<file path="src/core/iwd_pkg.sv">
/*
  Constants, register map, field layout and types of the independent
  watchdog timer. Assumes a single 100 MHz system clock domain.
*/
`default_nettype none
package iwd_pkg;
  // ----------------------------------------------------------------
  // Counter and bus
  // ----------------------------------------------------------------
  localparam int CNT_W = 14;
  localparam int ADDR_W = 8;
  localparam logic [ADDR_W-1:0] OFF_REFRESH = 8'h00;
  localparam logic [ADDR_W-1:0] OFF_CTRL = 8'h04;
  localparam logic [ADDR_W-1:0] OFF_STAT = 8'h08;
  localparam logic [ADDR_W-1:0] OFF_RSTCTL = 8'h0c;
  localparam logic [ADDR_W-1:0] OFF_CSTP = 8'h10;
  // ----------------------------------------------------------------
  // Field positions
  // ----------------------------------------------------------------
  localparam int CTRL_TOPS_LSB = 0;
  localparam int CTRL_CKS_LSB = 4;
  localparam int CTRL_RPES_LSB = 8;
  localparam int CTRL_RPSS_LSB = 12;
  localparam int STAT_UNF_BIT = 14;
  localparam int STAT_REF_BIT = 15;
  localparam int RSTCTL_SEL_BIT = 7;
  localparam int CSTP_BIT = 7;
  localparam int OPT_AUTO_BIT = 1;
  localparam int OPT_TOPS_LSB = 2;
  localparam int OPT_CKS_LSB = 4;
  localparam int OPT_RPES_LSB = 8;
  localparam int OPT_RPSS_LSB = 10;
  localparam int OPT_SEL_BIT = 12;
  localparam int OPT_LPS_BIT = 14;
  // ----------------------------------------------------------------
  // Reset values and refresh codes
  // ----------------------------------------------------------------
  localparam logic [15:0] CTRL_RST = 16'h33f3;
  localparam logic [7:0] RSTCTL_RST = 8'h00;
  localparam logic [7:0] CSTP_RST = 8'h00;
  localparam logic [7:0] REF_FIRST = 8'h00;
  localparam logic [7:0] REF_SECOND = 8'hff;
  // ----------------------------------------------------------------
  // Types
  // ----------------------------------------------------------------
  typedef struct packed {
    logic [3:0] psc;
    logic [1:0] tops;
    logic [1:0] wstart;
    logic [1:0] wend;
    logic irq_sel;
    logic lp_stop;
  } iwd_cfg_t;
  typedef enum logic [1:0] {
    ST_BOOT = 2'b00,
    ST_STOP = 2'b01,
    ST_RUN = 2'b11
  } iwd_state_t;
  // Last prescaler count for each divide code
  function automatic logic [7:0] div_last(input logic [3:0] code);
    case (code)
      4'h2: div_last = 8'h0f;
      4'h3: div_last = 8'h1f;
      4'h4: div_last = 8'h3f;
      4'h5: div_last = 8'hff;
      4'hf: div_last = 8'h7f;
      default: div_last = 8'h00;
    endcase
  endfunction
  // Reload value for each timeout code
  function automatic logic [CNT_W-1:0] top_val(input logic [1:0] sel);
    case (sel)
      2'h0: top_val = 14'h03ff;
      2'h1: top_val = 14'h0fff;
      2'h2: top_val = 14'h1fff;
      default: top_val = 14'h3fff;
    endcase
  endfunction
endpackage
`default_nettype wire

</file>
<file path="src/core/iwd_top.sv">
/*
  Independent watchdog timer with an AHB-Lite register slave.
  Assumes: wdt_clk_pin and lowpower_pin are asynchronous to clk;
  option_word is a static strap taken at the first edge after reset.
*/
// Chosen here: the register addresses and the AHB-Lite register port.
`timescale 1ns/1ps
`default_nettype none
// Overview of operation
// RQ1: Dedicated clock feeds a prescaler of 1, 16, 32, 64, 128 or 256.
// RQ2: Fourteen-bit down-counter decrements once per prescaled tick while running.
// RQ3: Auto-start mode begins counting right after reset release.
// RQ4: Register start mode begins counting on a 00h then FFh refresh.
// RQ5: Reset stops counting and restores counter and registers.
// RQ6: Counting halts in low power when enabled by a register.
// RQ7: Register start mode stops after underflow or refresh error.
// RQ8: Programmable window start and end split each period.
// RQ9: Refresh outside the window is an error reported like underflow.
// RQ10: A bit selects reset output or interrupt output.
// RQ11: Interrupt output may serve as non-maskable or ordinary interrupt.
// RQ12: Status register shows the current counter value.
// RQ13: Event outputs pulse on underflow and on refresh error.
// RQ14: A sleep count-stop control output is provided.
// RQ15: Auto-start takes all settings from the option word.
// RQ16: Register start takes divider, timeout and window from control.
// RQ17: Count-stop bit halts decrement in all low power states.
// RQ18: Software uses only the listed divide codes.
// RQ19: Refresh error flag stays set until software clears it.
// RQ20: Only FFh directly after 00h counts as a refresh.
// RQ21: Refresh reloads the timeout count; underflow past zero.
module iwd_top #(
  parameter int CNT_W = iwd_pkg::CNT_W
) (
  input wire logic clk,
  input wire logic rst_n,
  input wire logic hsel,
  input wire logic [31:0] haddr,
  input wire logic [1:0] htrans,
  input wire logic hwrite,
  input wire logic [2:0] hsize,
  input wire logic [31:0] hwdata,
  input wire logic hready,
  output logic hreadyout,
  output logic hresp,
  output logic [31:0] hrdata,
  input wire logic wdt_clk_pin,
  input wire logic lowpower_pin,
  input wire logic [15:0] option_word,
  output logic wdt_reset_req,
  output logic wdt_irq_req,
  output logic evt_underflow,
  output logic evt_refresh_error,
  output logic count_stop_ctrl
);
  localparam int CW = CNT_W;

  // Reload and window tables only serve the package width
  if (CNT_W != iwd_pkg::CNT_W)
  begin : g_width_check
    $error("Counter width does not match the reload table width");
  end
  // ----------------------------------------------------------------
  // Bus slave
  // ----------------------------------------------------------------
  logic wr_q, wr_d;
  logic [iwd_pkg::ADDR_W-1:0] wa_q, wa_d;
  logic [31:0] rd_q, rd_d;
  logic [15:0] ctrl_q, ctrl_d;
  logic [7:0] rstctl_q, rstctl_d;
  logic [7:0] cstp_q, cstp_d;
  logic [CW-1:0] cnt_q, cnt_d;
  logic unf_flag_q, unf_flag_d;
  logic ref_flag_q, ref_flag_d;
  logic addr_ok;
  logic [iwd_pkg::ADDR_W-1:0] ra;

  assign hreadyout = 1'b1;
  assign hresp = 1'b0;
  assign hrdata = rd_q;
  assign ra = haddr[iwd_pkg::ADDR_W-1:0];

  always_comb
  begin
    addr_ok = hsel && hready && htrans[1];
    wr_d = addr_ok && hwrite;
    wa_d = addr_ok ? ra : wa_q;
    rd_d = 32'h0000_0000;
    if (addr_ok && !hwrite)
    begin
      case (ra)
        iwd_pkg::OFF_CTRL: rd_d = {16'h0000, ctrl_q};
        iwd_pkg::OFF_STAT: rd_d = {16'h0000, ref_flag_q, unf_flag_q, cnt_q}; // RQ12
        iwd_pkg::OFF_RSTCTL: rd_d = {24'h00_0000, rstctl_q};
        iwd_pkg::OFF_CSTP: rd_d = {24'h00_0000, cstp_q};
        default: rd_d = 32'h0000_0000;
      endcase
    end
  end

  always_ff @(posedge clk or negedge rst_n)
  begin
    if (!rst_n)
    begin
      wr_q <= 1'b0;
      wa_q <= '0;
      rd_q <= 32'h0000_0000;
    end
    else
    begin
      wr_q <= wr_d;
      wa_q <= wa_d;
      rd_q <= rd_d;
    end
  end

  // ----------------------------------------------------------------
  // Pin synchronisers
  // ----------------------------------------------------------------
  logic wc1_q, wc2_q, wc3_q, lp1_q, lp2_q;
  logic src_tick;

  always_ff @(posedge clk or negedge rst_n)
  begin
    if (!rst_n)
    begin
      wc1_q <= 1'b0;
      wc2_q <= 1'b0;
      wc3_q <= 1'b0;
      lp1_q <= 1'b0;
      lp2_q <= 1'b0;
    end
    else
    begin
      wc1_q <= wdt_clk_pin;
      wc2_q <= wc1_q;
      wc3_q <= wc2_q;
      lp1_q <= lowpower_pin;
      lp2_q <= lp1_q;
    end
  end

  assign src_tick = wc2_q && !wc3_q; // RQ1

  // ----------------------------------------------------------------
  // Watchdog core
  // ----------------------------------------------------------------
  iwd_pkg::iwd_state_t st_q, st_d;
  logic auto_q, auto_d;
  iwd_pkg::iwd_cfg_t opt_q, opt_d, reg_cfg, cfg;
  logic [7:0] psc_q, psc_d;
  logic arm_q, arm_d;
  logic unf_ev_q, unf_ev_d, ref_ev_q, ref_ev_d;
  logic rst_req_q, rst_req_d, irq_q, irq_d;
  logic halt, ptick, refresh, in_win, unf, ref_err, wr_ref, wr_stat;
  logic [CW-1:0] top, start_thr, end_thr;
  logic [CW:0] period;
  logic [CW-1:0] qtr;
  logic [CW+1:0] q3;

  always_comb
  begin
    reg_cfg.psc = ctrl_q[iwd_pkg::CTRL_CKS_LSB +: 4]; // RQ16
    reg_cfg.tops = ctrl_q[iwd_pkg::CTRL_TOPS_LSB +: 2];
    reg_cfg.wstart = ctrl_q[iwd_pkg::CTRL_RPSS_LSB +: 2];
    reg_cfg.wend = ctrl_q[iwd_pkg::CTRL_RPES_LSB +: 2];
    reg_cfg.irq_sel = rstctl_q[iwd_pkg::RSTCTL_SEL_BIT];
    reg_cfg.lp_stop = cstp_q[iwd_pkg::CSTP_BIT];
  end

  assign cfg = auto_q ? opt_q : reg_cfg; // RQ15
  assign top = iwd_pkg::top_val(cfg.tops);
  assign period = {1'b0, top} + {{CW{1'b0}}, 1'b1};
  assign qtr = {1'b0, period[CW:2]};
  assign q3 = {2'b00, qtr} + {1'b0, qtr, 1'b0};

  // Window thresholds as quarters of the period
  always_comb
  begin
    case (cfg.wstart) // RQ8
      2'h0: start_thr = top;
      2'h1: start_thr = q3[CW-1:0] - 14'h0001;
      2'h2: start_thr = {qtr[CW-2:0], 1'b0} - 14'h0001;
      default: start_thr = qtr - 14'h0001;
    endcase
    case (cfg.wend)
      2'h0: end_thr = 14'h0000;
      2'h1: end_thr = qtr;
      2'h2: end_thr = {qtr[CW-2:0], 1'b0};
      default: end_thr = q3[CW-1:0];
    endcase
  end

  assign in_win = (cnt_q <= start_thr) && (cnt_q >= end_thr);
  assign halt = cfg.lp_stop && lp2_q; // RQ6 RQ17
  assign ptick = (st_q == iwd_pkg::ST_RUN) && src_tick && !halt
                 && (psc_q == iwd_pkg::div_last(cfg.psc)); // RQ1 RQ18
  assign wr_ref = wr_q && (wa_q == iwd_pkg::OFF_REFRESH);
  assign wr_stat = wr_q && (wa_q == iwd_pkg::OFF_STAT);
  assign refresh = wr_ref && arm_q && (hwdata[7:0] == iwd_pkg::REF_SECOND); // RQ20
  assign ref_err = refresh && (st_q == iwd_pkg::ST_RUN) && !in_win; // RQ9
  assign unf = ptick && (cnt_q == 14'h0000) && !refresh; // RQ21

  always_comb
  begin
    st_d = st_q;
    auto_d = auto_q;
    opt_d = opt_q;
    cnt_d = cnt_q;
    psc_d = psc_q;
    arm_d = arm_q;
    ctrl_d = ctrl_q;
    rstctl_d = rstctl_q;
    cstp_d = cstp_q;
    if (wr_ref)
    begin
      arm_d = (hwdata[7:0] == iwd_pkg::REF_FIRST); // RQ4 RQ20
    end
    if (wr_q && st_q != iwd_pkg::ST_RUN)
    begin
      if (wa_q == iwd_pkg::OFF_CTRL)
      begin
        ctrl_d = hwdata[15:0];
      end
      if (wa_q == iwd_pkg::OFF_RSTCTL)
      begin
        rstctl_d = hwdata[7:0] & 8'h80;
      end
      if (wa_q == iwd_pkg::OFF_CSTP)
      begin
        cstp_d = hwdata[7:0] & 8'h80;
      end
    end
    if (st_q == iwd_pkg::ST_RUN && src_tick && !halt)
    begin
      psc_d = ptick ? 8'h00 : psc_q + 8'h01;
    end
    if (ptick && cnt_q != 14'h0000)
    begin
      cnt_d = cnt_q - 14'h0001; // RQ2
    end
    case (st_q)
      iwd_pkg::ST_BOOT:
      begin
        auto_d = option_word[iwd_pkg::OPT_AUTO_BIT];
        opt_d.psc = option_word[iwd_pkg::OPT_CKS_LSB +: 4];
        opt_d.tops = option_word[iwd_pkg::OPT_TOPS_LSB +: 2];
        opt_d.wstart = option_word[iwd_pkg::OPT_RPSS_LSB +: 2];
        opt_d.wend = option_word[iwd_pkg::OPT_RPES_LSB +: 2];
        opt_d.irq_sel = option_word[iwd_pkg::OPT_SEL_BIT];
        opt_d.lp_stop = option_word[iwd_pkg::OPT_LPS_BIT];
        cnt_d = option_word[iwd_pkg::OPT_AUTO_BIT]
                ? iwd_pkg::top_val(option_word[iwd_pkg::OPT_TOPS_LSB +: 2])
                : iwd_pkg::top_val(iwd_pkg::CTRL_RST[iwd_pkg::CTRL_TOPS_LSB +: 2]);
        psc_d = 8'h00;
        st_d = option_word[iwd_pkg::OPT_AUTO_BIT]
               ? iwd_pkg::ST_RUN : iwd_pkg::ST_STOP; // RQ3
      end
      iwd_pkg::ST_STOP:
      begin
        if (refresh)
        begin
          cnt_d = top; // RQ4 RQ21
          psc_d = 8'h00;
          st_d = iwd_pkg::ST_RUN;
        end
      end
      iwd_pkg::ST_RUN:
      begin
        if (refresh || unf)
        begin
          cnt_d = top; // RQ21
          psc_d = 8'h00;
        end
        if ((ref_err || unf) && !auto_q)
        begin
          st_d = iwd_pkg::ST_STOP; // RQ7
        end
      end
      default: st_d = iwd_pkg::ST_BOOT;
    endcase
    // Hardware set wins over software clear
    unf_flag_d = unf || (unf_flag_q && !(wr_stat && !hwdata[iwd_pkg::STAT_UNF_BIT]));
    ref_flag_d = ref_err
                 || (ref_flag_q && !(wr_stat && !hwdata[iwd_pkg::STAT_REF_BIT])); // RQ19
    unf_ev_d = unf; // RQ13
    ref_ev_d = ref_err;
    rst_req_d = (unf || ref_err) && !cfg.irq_sel; // RQ10
    irq_d = (unf || ref_err) && cfg.irq_sel; // RQ11
  end

  always_ff @(posedge clk or negedge rst_n)
  begin
    if (!rst_n)
    begin
      st_q <= iwd_pkg::ST_BOOT; // RQ5
      auto_q <= 1'b0;
      opt_q <= '0;
      cnt_q <= '0;
      psc_q <= 8'h00;
      arm_q <= 1'b0;
      ctrl_q <= iwd_pkg::CTRL_RST;
      rstctl_q <= iwd_pkg::RSTCTL_RST;
      cstp_q <= iwd_pkg::CSTP_RST;
      unf_flag_q <= 1'b0;
      ref_flag_q <= 1'b0;
      unf_ev_q <= 1'b0;
      ref_ev_q <= 1'b0;
      rst_req_q <= 1'b0;
      irq_q <= 1'b0;
    end
    else
    begin
      st_q <= st_d;
      auto_q <= auto_d;
      opt_q <= opt_d;
      cnt_q <= cnt_d;
      psc_q <= psc_d;
      arm_q <= arm_d;
      ctrl_q <= ctrl_d;
      rstctl_q <= rstctl_d;
      cstp_q <= cstp_d;
      unf_flag_q <= unf_flag_d;
      ref_flag_q <= ref_flag_d;
      unf_ev_q <= unf_ev_d;
      ref_ev_q <= ref_ev_d;
      rst_req_q <= rst_req_d;
      irq_q <= irq_d;
    end
  end

  assign evt_underflow = unf_ev_q;
  assign evt_refresh_error = ref_ev_q;
  assign wdt_reset_req = rst_req_q;
  assign wdt_irq_req = irq_q;
  assign count_stop_ctrl = halt; // RQ14
endmodule
`default_nettype wire

</file>
<file path="config.mk">
export PLATFORM = sky130hd
export DESIGN_NAME = iwd_top
export DESIGN_NICKNAME = d
export VERILOG_FILES = /design/src/core/iwd_pkg.sv /design/src/core/iwd_top.sv
export SDC_FILE = /design/constraint.sdc
export NUM_CORES = 1
export LEC_CHECK = 0
export BUFFER_PORTS_ARGS = -buffer_cell sky130_fd_sc_hd__clkbuf_2
export CORE_ASPECT_RATIO = 1.5
export CORE_UTILIZATION = 40
export CTS_CLUSTER_SIZE = 24
export DETAILED_ROUTE_END_ITERATION = 7
export PLACE_DENSITY_LB_ADDON = 0.3
export SYNTH_ARGS = -nofsm -noshare
export SYNTH_HDL_FRONTEND = slang
export SYNTH_SLANG_ARGS = --single-unit
</file>
<file path="constraint.sdc">
create_clock -name clk -period 4.6 [get_ports clk]
set_input_delay 0.92 -clock clk [delete_from_list [all_inputs] [get_ports clk]]
set_output_delay 0.92 -clock clk [all_outputs]
set_load 0.1 [all_outputs]
</file>
==> After elaboration in Yosys (flattened, before gate mapping) <==
Index checks and enable logic that the tools add are counted.
{ "classes": {"add_sub_neg": 7, "mul": 0, "n_div": 0, "n_lt_le_gt_ge": 2, "n_eq_ne": 28, "shift": 0, "mux": 22, "n_bitwise": 0, "n_reduce_logical": 55} }
{ "ops": {"columns": ["op", "count"], "rows": [
  ["14-bit case mux with 3 select lines", 5],
  ["16-bit case mux with 4 select lines", 1],
  ["14-bit two-way mux", 4],
  ["14-bit by 1-bit subtractor with 14-bit output, second input constant", 3],
  ["8-bit case mux with 5 select lines", 1],
  ["8-bit by 4-bit == test with 1-bit output, second input constant", 4],
  ["32-bit two-way mux", 1],
  ["8-bit two-way mux", 4],
  ["1-bit logical AND", 27],
  ["8-bit case mux with 3 select lines", 1],
  ["8-bit by 3-bit == test with 1-bit output, second input constant", 2],
  ["8-bit by 5-bit == test with 1-bit output, second input constant", 2],
  ["8-bit zero test", 2],
  ["14-bit by 1-bit adder with 15-bit output, second input constant", 1],
  ["13-bit by 14-bit adder with 14-bit output", 1],
  ["14-bit >= comparator", 1],
  ["14-bit less-or-equal comparator", 1],
  ["14-bit zero test", 1],
  ["14-bit nonzero test", 1],
  ["13-bit by 1-bit subtractor with 14-bit output, second input constant", 1],
  ["12-bit two-way mux", 1],
  ["1-bit zero test", 11],
  ["2-bit by 1-bit == test with 1-bit output, second input constant", 5],
  ["2-bit == test, second input constant", 5],
  ["13 further kinds", 28]
]} }
{ "totals": {"ff_bits": 108, "latchBits": 0, "ramBits": 0, "mem_bits_ro": 0, "inputBits": 92, "out_inout_bits": 39, "elab_cells": 142, "mem_count": 0} }

==> Logic depth before layout (Yosys ltp) <==
{ "depth": {"word_depth": 15, "ltp_mapped": 19, "mapped_depth_nobuf": 17} }

==> Least setup slack after synthesis <==
OpenSTA, ideal clock, no wires.
{ "synth_timing": {"path_kind": "flip-flop to flip-flop", "start": "register auto_q", "end": "register st_q[1]", "setup_ps": 83, "arrival_ps": 3677, "required_ps": 4517, "slack_ps": 840, "path_stages_with_launch": 19, "n_path_buf": 2, "synth_period_minus_slack_ps": 3760, "cell_sequence": "dfrtp_1 -> buf_2 -> buf_2 -> mux2i_1 -> inv_1 -> ha_1 -> nand2b_1 -> nand3_1 -> or3_1 -> a21boi_0 -> o22ai_1 -> a21oi_1 -> ha_1 -> nand3_1 -> o41ai_1 -> a21oi_1 -> o21ba_2 -> nor2_1 -> o22ai_1"} }
{ "synth_between": {"elab_chain_len": 15, "word_cells_on_any_way": 41, "classes_between": "5 x add/sub; 2 x order compare; 13 x eq/ne; 5 x mux; 16 x reduce/logical"} }
{ "synth_rtl": {"columns": ["element", "line_no", "text"], "rows": [
  ["start, declared", "iwd_top.sv:148", "logic auto_q, auto_d;"],
  ["start signal, assigned", "iwd_top.sv:314", "auto_q <= auto_d;"],
  ["12-bit two-way mux (*)", "iwd_top.sv:170", "assign cfg = auto_q ? opt_q : reg_cfg;"],
  ["2-bit == test, or another cell as far along", "iwd_pkg.sv:72", "case (sel)"],
  ["14-bit case mux with 3 select lines", "iwd_pkg.sv:72", null],
  ["14-bit by 1-bit adder with 15-bit output", "iwd_top.sv:172", "assign period = {1'b0, top} + {{CW{1'b0}}, 1'b1};"],
  ["13-bit by 14-bit adder with 14-bit output", "iwd_top.sv:174", "assign q3 = {2'b00, qtr} + {1'b0, qtr, 1'b0};"],
  ["14-bit by 1-bit subtractor with 14-bit output", "iwd_top.sv:181", "2'h1: start_thr = q3[CW-1:0] - 14'h0001;"],
  ["14-bit case mux with 3 select lines", "iwd_top.sv:179", "case (cfg.wstart)"],
  ["14-bit less-or-equal comparator", "iwd_top.sv:193", "assign in_win = (cnt_q <= start_thr) && (cnt_q >= end_thr);"],
  ["1-bit logical AND (*)", "iwd_top.sv:193", null],
  ["1-bit zero test (*)", "iwd_top.sv:200", "assign ref_err = refresh && (st_q == iwd_pkg::ST_RUN) && !in_win;"],
  ["1-bit logical AND (*)", "iwd_top.sv:200", null],
  ["named net ref_err", "iwd_top.sv:154", "logic halt, ptick, refresh, in_win, unf, ref_err, wr_ref, wr_stat;"],
  ["1-bit logical OR (*)", "iwd_top.sv:274", "if ((ref_err || unf) && !auto_q)"],
  ["1-bit logical AND (*)", "iwd_top.sv:274", null],
  ["2-bit by 1-bit != test with 1-bit output (no line) (*)", null, null],
  ["2-bit AND reduction (no line) (*)", null, null],
  ["end signal, assigned", "iwd_top.sv:295", "st_q <= iwd_pkg::ST_BOOT;"],
  ["end signal, assigned", "iwd_top.sv:313", "st_q <= st_d;"],
  ["end, declared", "iwd_top.sv:147", "iwd_pkg::iwd_state_t st_q, st_d;"]
]} }
The timed path passes the listed nets; every way through them passes the cells marked *.
A chain may end at the register's enable or synchronous reset.

==> Worst setup path in the final report <==
Same ends and word-level chain as after synthesis.

==> summary.md <==
Outcome
• finished clean — result of the run

Layout
• 14.4% — layout-stage area growth over the synthesis result
• 0.00231 sq mm — register area
• 0 — n_diodes
• 699 — net count reported at finish
• 26.0% — share of post-route cells with drive strength above 1
• 1217 — layout filler cell count
• 0.00277 sq mm — footprint of the multi-input gates

Yosys
• 0.00529 sq mm — Post-Synthesis Cell Area
• 100% — async set or reset register ratio after synthesis
• dfrtp_1 — post-synth top area cell
• dfrtp_1 — Primary FF master, synth
• dfrtp_1 — most repeated cell in the gate-level netlist after synthesis
• 82 x dfrtp_1, 51 x nor2_1, 41 x mux2_2 — list of most frequent post-synthesis cells
• 0 — count of warnings emitted by yosys
• 38.8% — Synth top area share
• 43.8% — sequential share of the synthesized area
• 92 — number of synthesized register bits
• 0 — number of enable flip-flop cells after synthesis
• 523 — cell count after synthesis
• dfrtp_1 39%, mux2_2 8.7%, dfstp_2 5.0%, ha_1 4.7%, nor2_1 3.6% — largest cells by area after synthesis
• 61 — number of distinct library cells after synthesis
• 10.1 sq um — Mapped Avg Cell Area

Global route
• 20600 um — wire length of the first global-routing pass
• 0 — overflow left after global routing
• 20.0% — global-route usage over all layers
• 4254 — via count of the first global-routing pass
• 75 — maximum number of pins on one net before global-route repair
• 0 — initial antenna violation count

Timing
• 0 — total count of hold-check failures in the final report
• 0.00599 ns — clk_skew
• 87.2% — final cycle utilization of the critical path
• 4.01 ns — minimum period implied by the final worst setup slack
• 0.588 ns — worst setup margin
• 0.929 ns — Tightest Pin Transition
• 249 MHz — maximum frequency from static timing analysis
• 0 — final-report setup violation count
• 0 — number of max-slew violations in the final report
• false — unrepaired setup endpoints after global routing
• 0 ns — total negative slack for setup checks
• 38.0% — worst slew margin relative to its limit

Detailed routing
• 297 — drt first-iter violations
• 5.54 — Vias per Instance
• 0 — Remaining DRCs
• 0 — Final ANT Viol Nets
• 4160 — via total after detailed routing
• 16.7 um — Routed WL per cell
• 4 — First-pass DRT Iterations
• 12600 um — drt total wl

Place
• 0.883 — RD Place Congestion
• 9460 um — sum of net half-perimeters after detailed placement
• 65 — number of buffers inserted by port buffering
• 0.651 ns — Place WS

Clocking
• 0 — post-CTS setup buffer count
• 0 — total of cells resized after clock tree synthesis
• 2 — Bufs on Longest Clock Path
• 3 — htree depth
• clkbuf_16 — CTS root buf
• 9 — TritonCTS buffer count
• 0 — Hold Buf Count CTS
• 0.06 ns — clock-pin slew reported for the worst setup and hold paths after clock tree synthesis
• built — CTS tree
• 0.34 ns — Worst-Skew Late Latency
• 92 — number of clock sinks

Die
• 0.0130 sq mm — core footprint
• 40.8% — effective utilization at floorplan
• 143 um — overall die height
• 131 — count of boundary I/O pins
• 0.0137 sq mm — Die Area
• 51 — site row count
• 95.9 um — horizontal die dimension

Setup path
• reg2reg — Worst Setup Path Type
• 0.62 ns — delay of the slowest critical-path stage
• flop — Setup crit start kind
• 4.80 ns — required time of the worst setup path
• flop — kind of capture point of the worst setup path
• auto_q — launch point of the critical path
• st_q[1] — reg-to-reg critical path endpoint
• st_q[1] — end point of the critical path
• 8 — Worst Path Max Fanout
• auto_q — launch point of the worst reg-to-reg path
• dfrtp_1 — CP max-delay cell
• 4.22 ns — signal arrival time at the worst endpoint
• 17 — number of cells traversed by the worst register-to-register path
• 0.59 ns — worst-case register-to-register setup slack
• mux2i_1 > inv_1 > ha_1 > nor2_1 > nand3_1 > or3_1 > a21boi_0 > o22ai_1 > a21oi_1 > ha_1 > nand3_1 > o21ai_0 > o41ai_1 > a21oi_1 > o21ba_2 > nor2_1 > o22ai_1 — cell-by-cell listing of the critical path

Run
• 0 — Max-cap violations

Hold path
• 0 — Hold Crit Depth
• reg2reg — type of the worst min-delay path

Pwr
• 2.64 nW — reported leakage power
• 353 mW/mm^2 — PwrDens
• 0.206 mV — Worst IR Drop VDD

[worst min-delay path by stage]
stage,to,slack [ns],startpoint
after floorplan,lp2_q,0.33,lp1_q
after global placement,lp2_q,0.33,lp1_q
after detailed placement,lp2_q,0.34,lp1_q
after CTS,lp2_q,0.36,lp1_q
after global routing,lp2_q,0.37,lp1_q
final,lp2_q,0.35,lp1_q
[per-layer routing]
metal  global-route usage (%)  routed length, um
met5                        0                  0
met4                     11.9                624
met3                     4.21                493
met2                     34.8               6500
met1                     21.8               4940
[area by class of cell]
type,count,share of cell area [%]
clock buffers,12,4.08
clock inverters,4,1.22
inverters,13,0.807
multi-input cells,397,45.8
flip-flops and latches,92,38.3
well taps,159,3.29
repair buffers,74,6.54
[critical path: cells and delay by family (launching register included)]
family | cells | cell delay, ns
AO/OA/AOI/OAI | 8 | 1.27
AND/OR/NAND/NOR | 5 | 0.87
flip-flops | 1 | 0.62
adder cells (fa/ha/maj) | 2 | 0.58
multiplexers | 1 | 0.40
buffers and inverters | 1 | 0.14
[power by group]
group | leakage (nW) | internal, mW | switching (mW)
clock network | 0.157 | 0.492 | 0.307
logic | 1.38 | 0.144 | 0.230
registers | 1.10 | 0.877 | 0.0830
[cells in the final DEF, fill, tap and decap left out, types with 3 or more instances in the layout]
cell       instances
a21o_1             6
a21oi_1           23
a22oi_1           18
a31oi_1            4
and3_1             3
buf_4             10
clkbuf_16          9
clkbuf_2          64
conb_1            18
dfrtp_1           82
dfstp_2           10
ha_1              20
inv_1             13
mux2_2            41
mux2i_1           14
nand2_1           38
nand2b_1           7
nand3_1           10
nand4_1           11
nor2_1            51
nor2b_1           10
nor3_1            13
nor3b_1            6
nor4_2             7
o21a_1             5
o21ai_0           14
o22ai_1            4
o41ai_1            3
or3_1              9
or4_1              3
xnor2_1           12
xor2_1             9
[state kept, by name, indices dropped and copies added (netlist names), 2 cells and up]
name and count:
wa_q 8, cnt_q 14, psc_q 8, st_q 2, opt_q 12, ctrl_q 16
hrdata 16
[kinds of logic after synthesis]
kind of cell    Yosys count  synth area share [%]
compound gates           95                  11.9
xor+xnor                 21                  3.48
fa+ha+maj                20                  4.73
buf+inv                  50                  5.11
flops                    92                  43.8
mux                      56                  11.6
other cells               2                 0.142
simple gates            187                  19.2
[through the flow]
| stage | instance area [sq um] | std cells | hold WS [ns] | util [%] | power, mW |
|---|---|---|---|---|---|
| after global routing | 6040 | 751 | 0.368 | 46.7 | 2.24 |
| after global placement | 5720 | 735 | 0.332 | 44.2 | 1.33 |
| final | 6040 | 751 | 0.351 | 46.7 | 2.13 |
| after floorplan | 5350 | 539 | 0.331 | - | 1.24 |
| after detailed placement | 5720 | 735 | 0.341 | 44.2 | 1.35 |
| after CTS | 6040 | 751 | 0.356 | 46.7 | 2.15 |
Power figures use the tool's default switching activity.
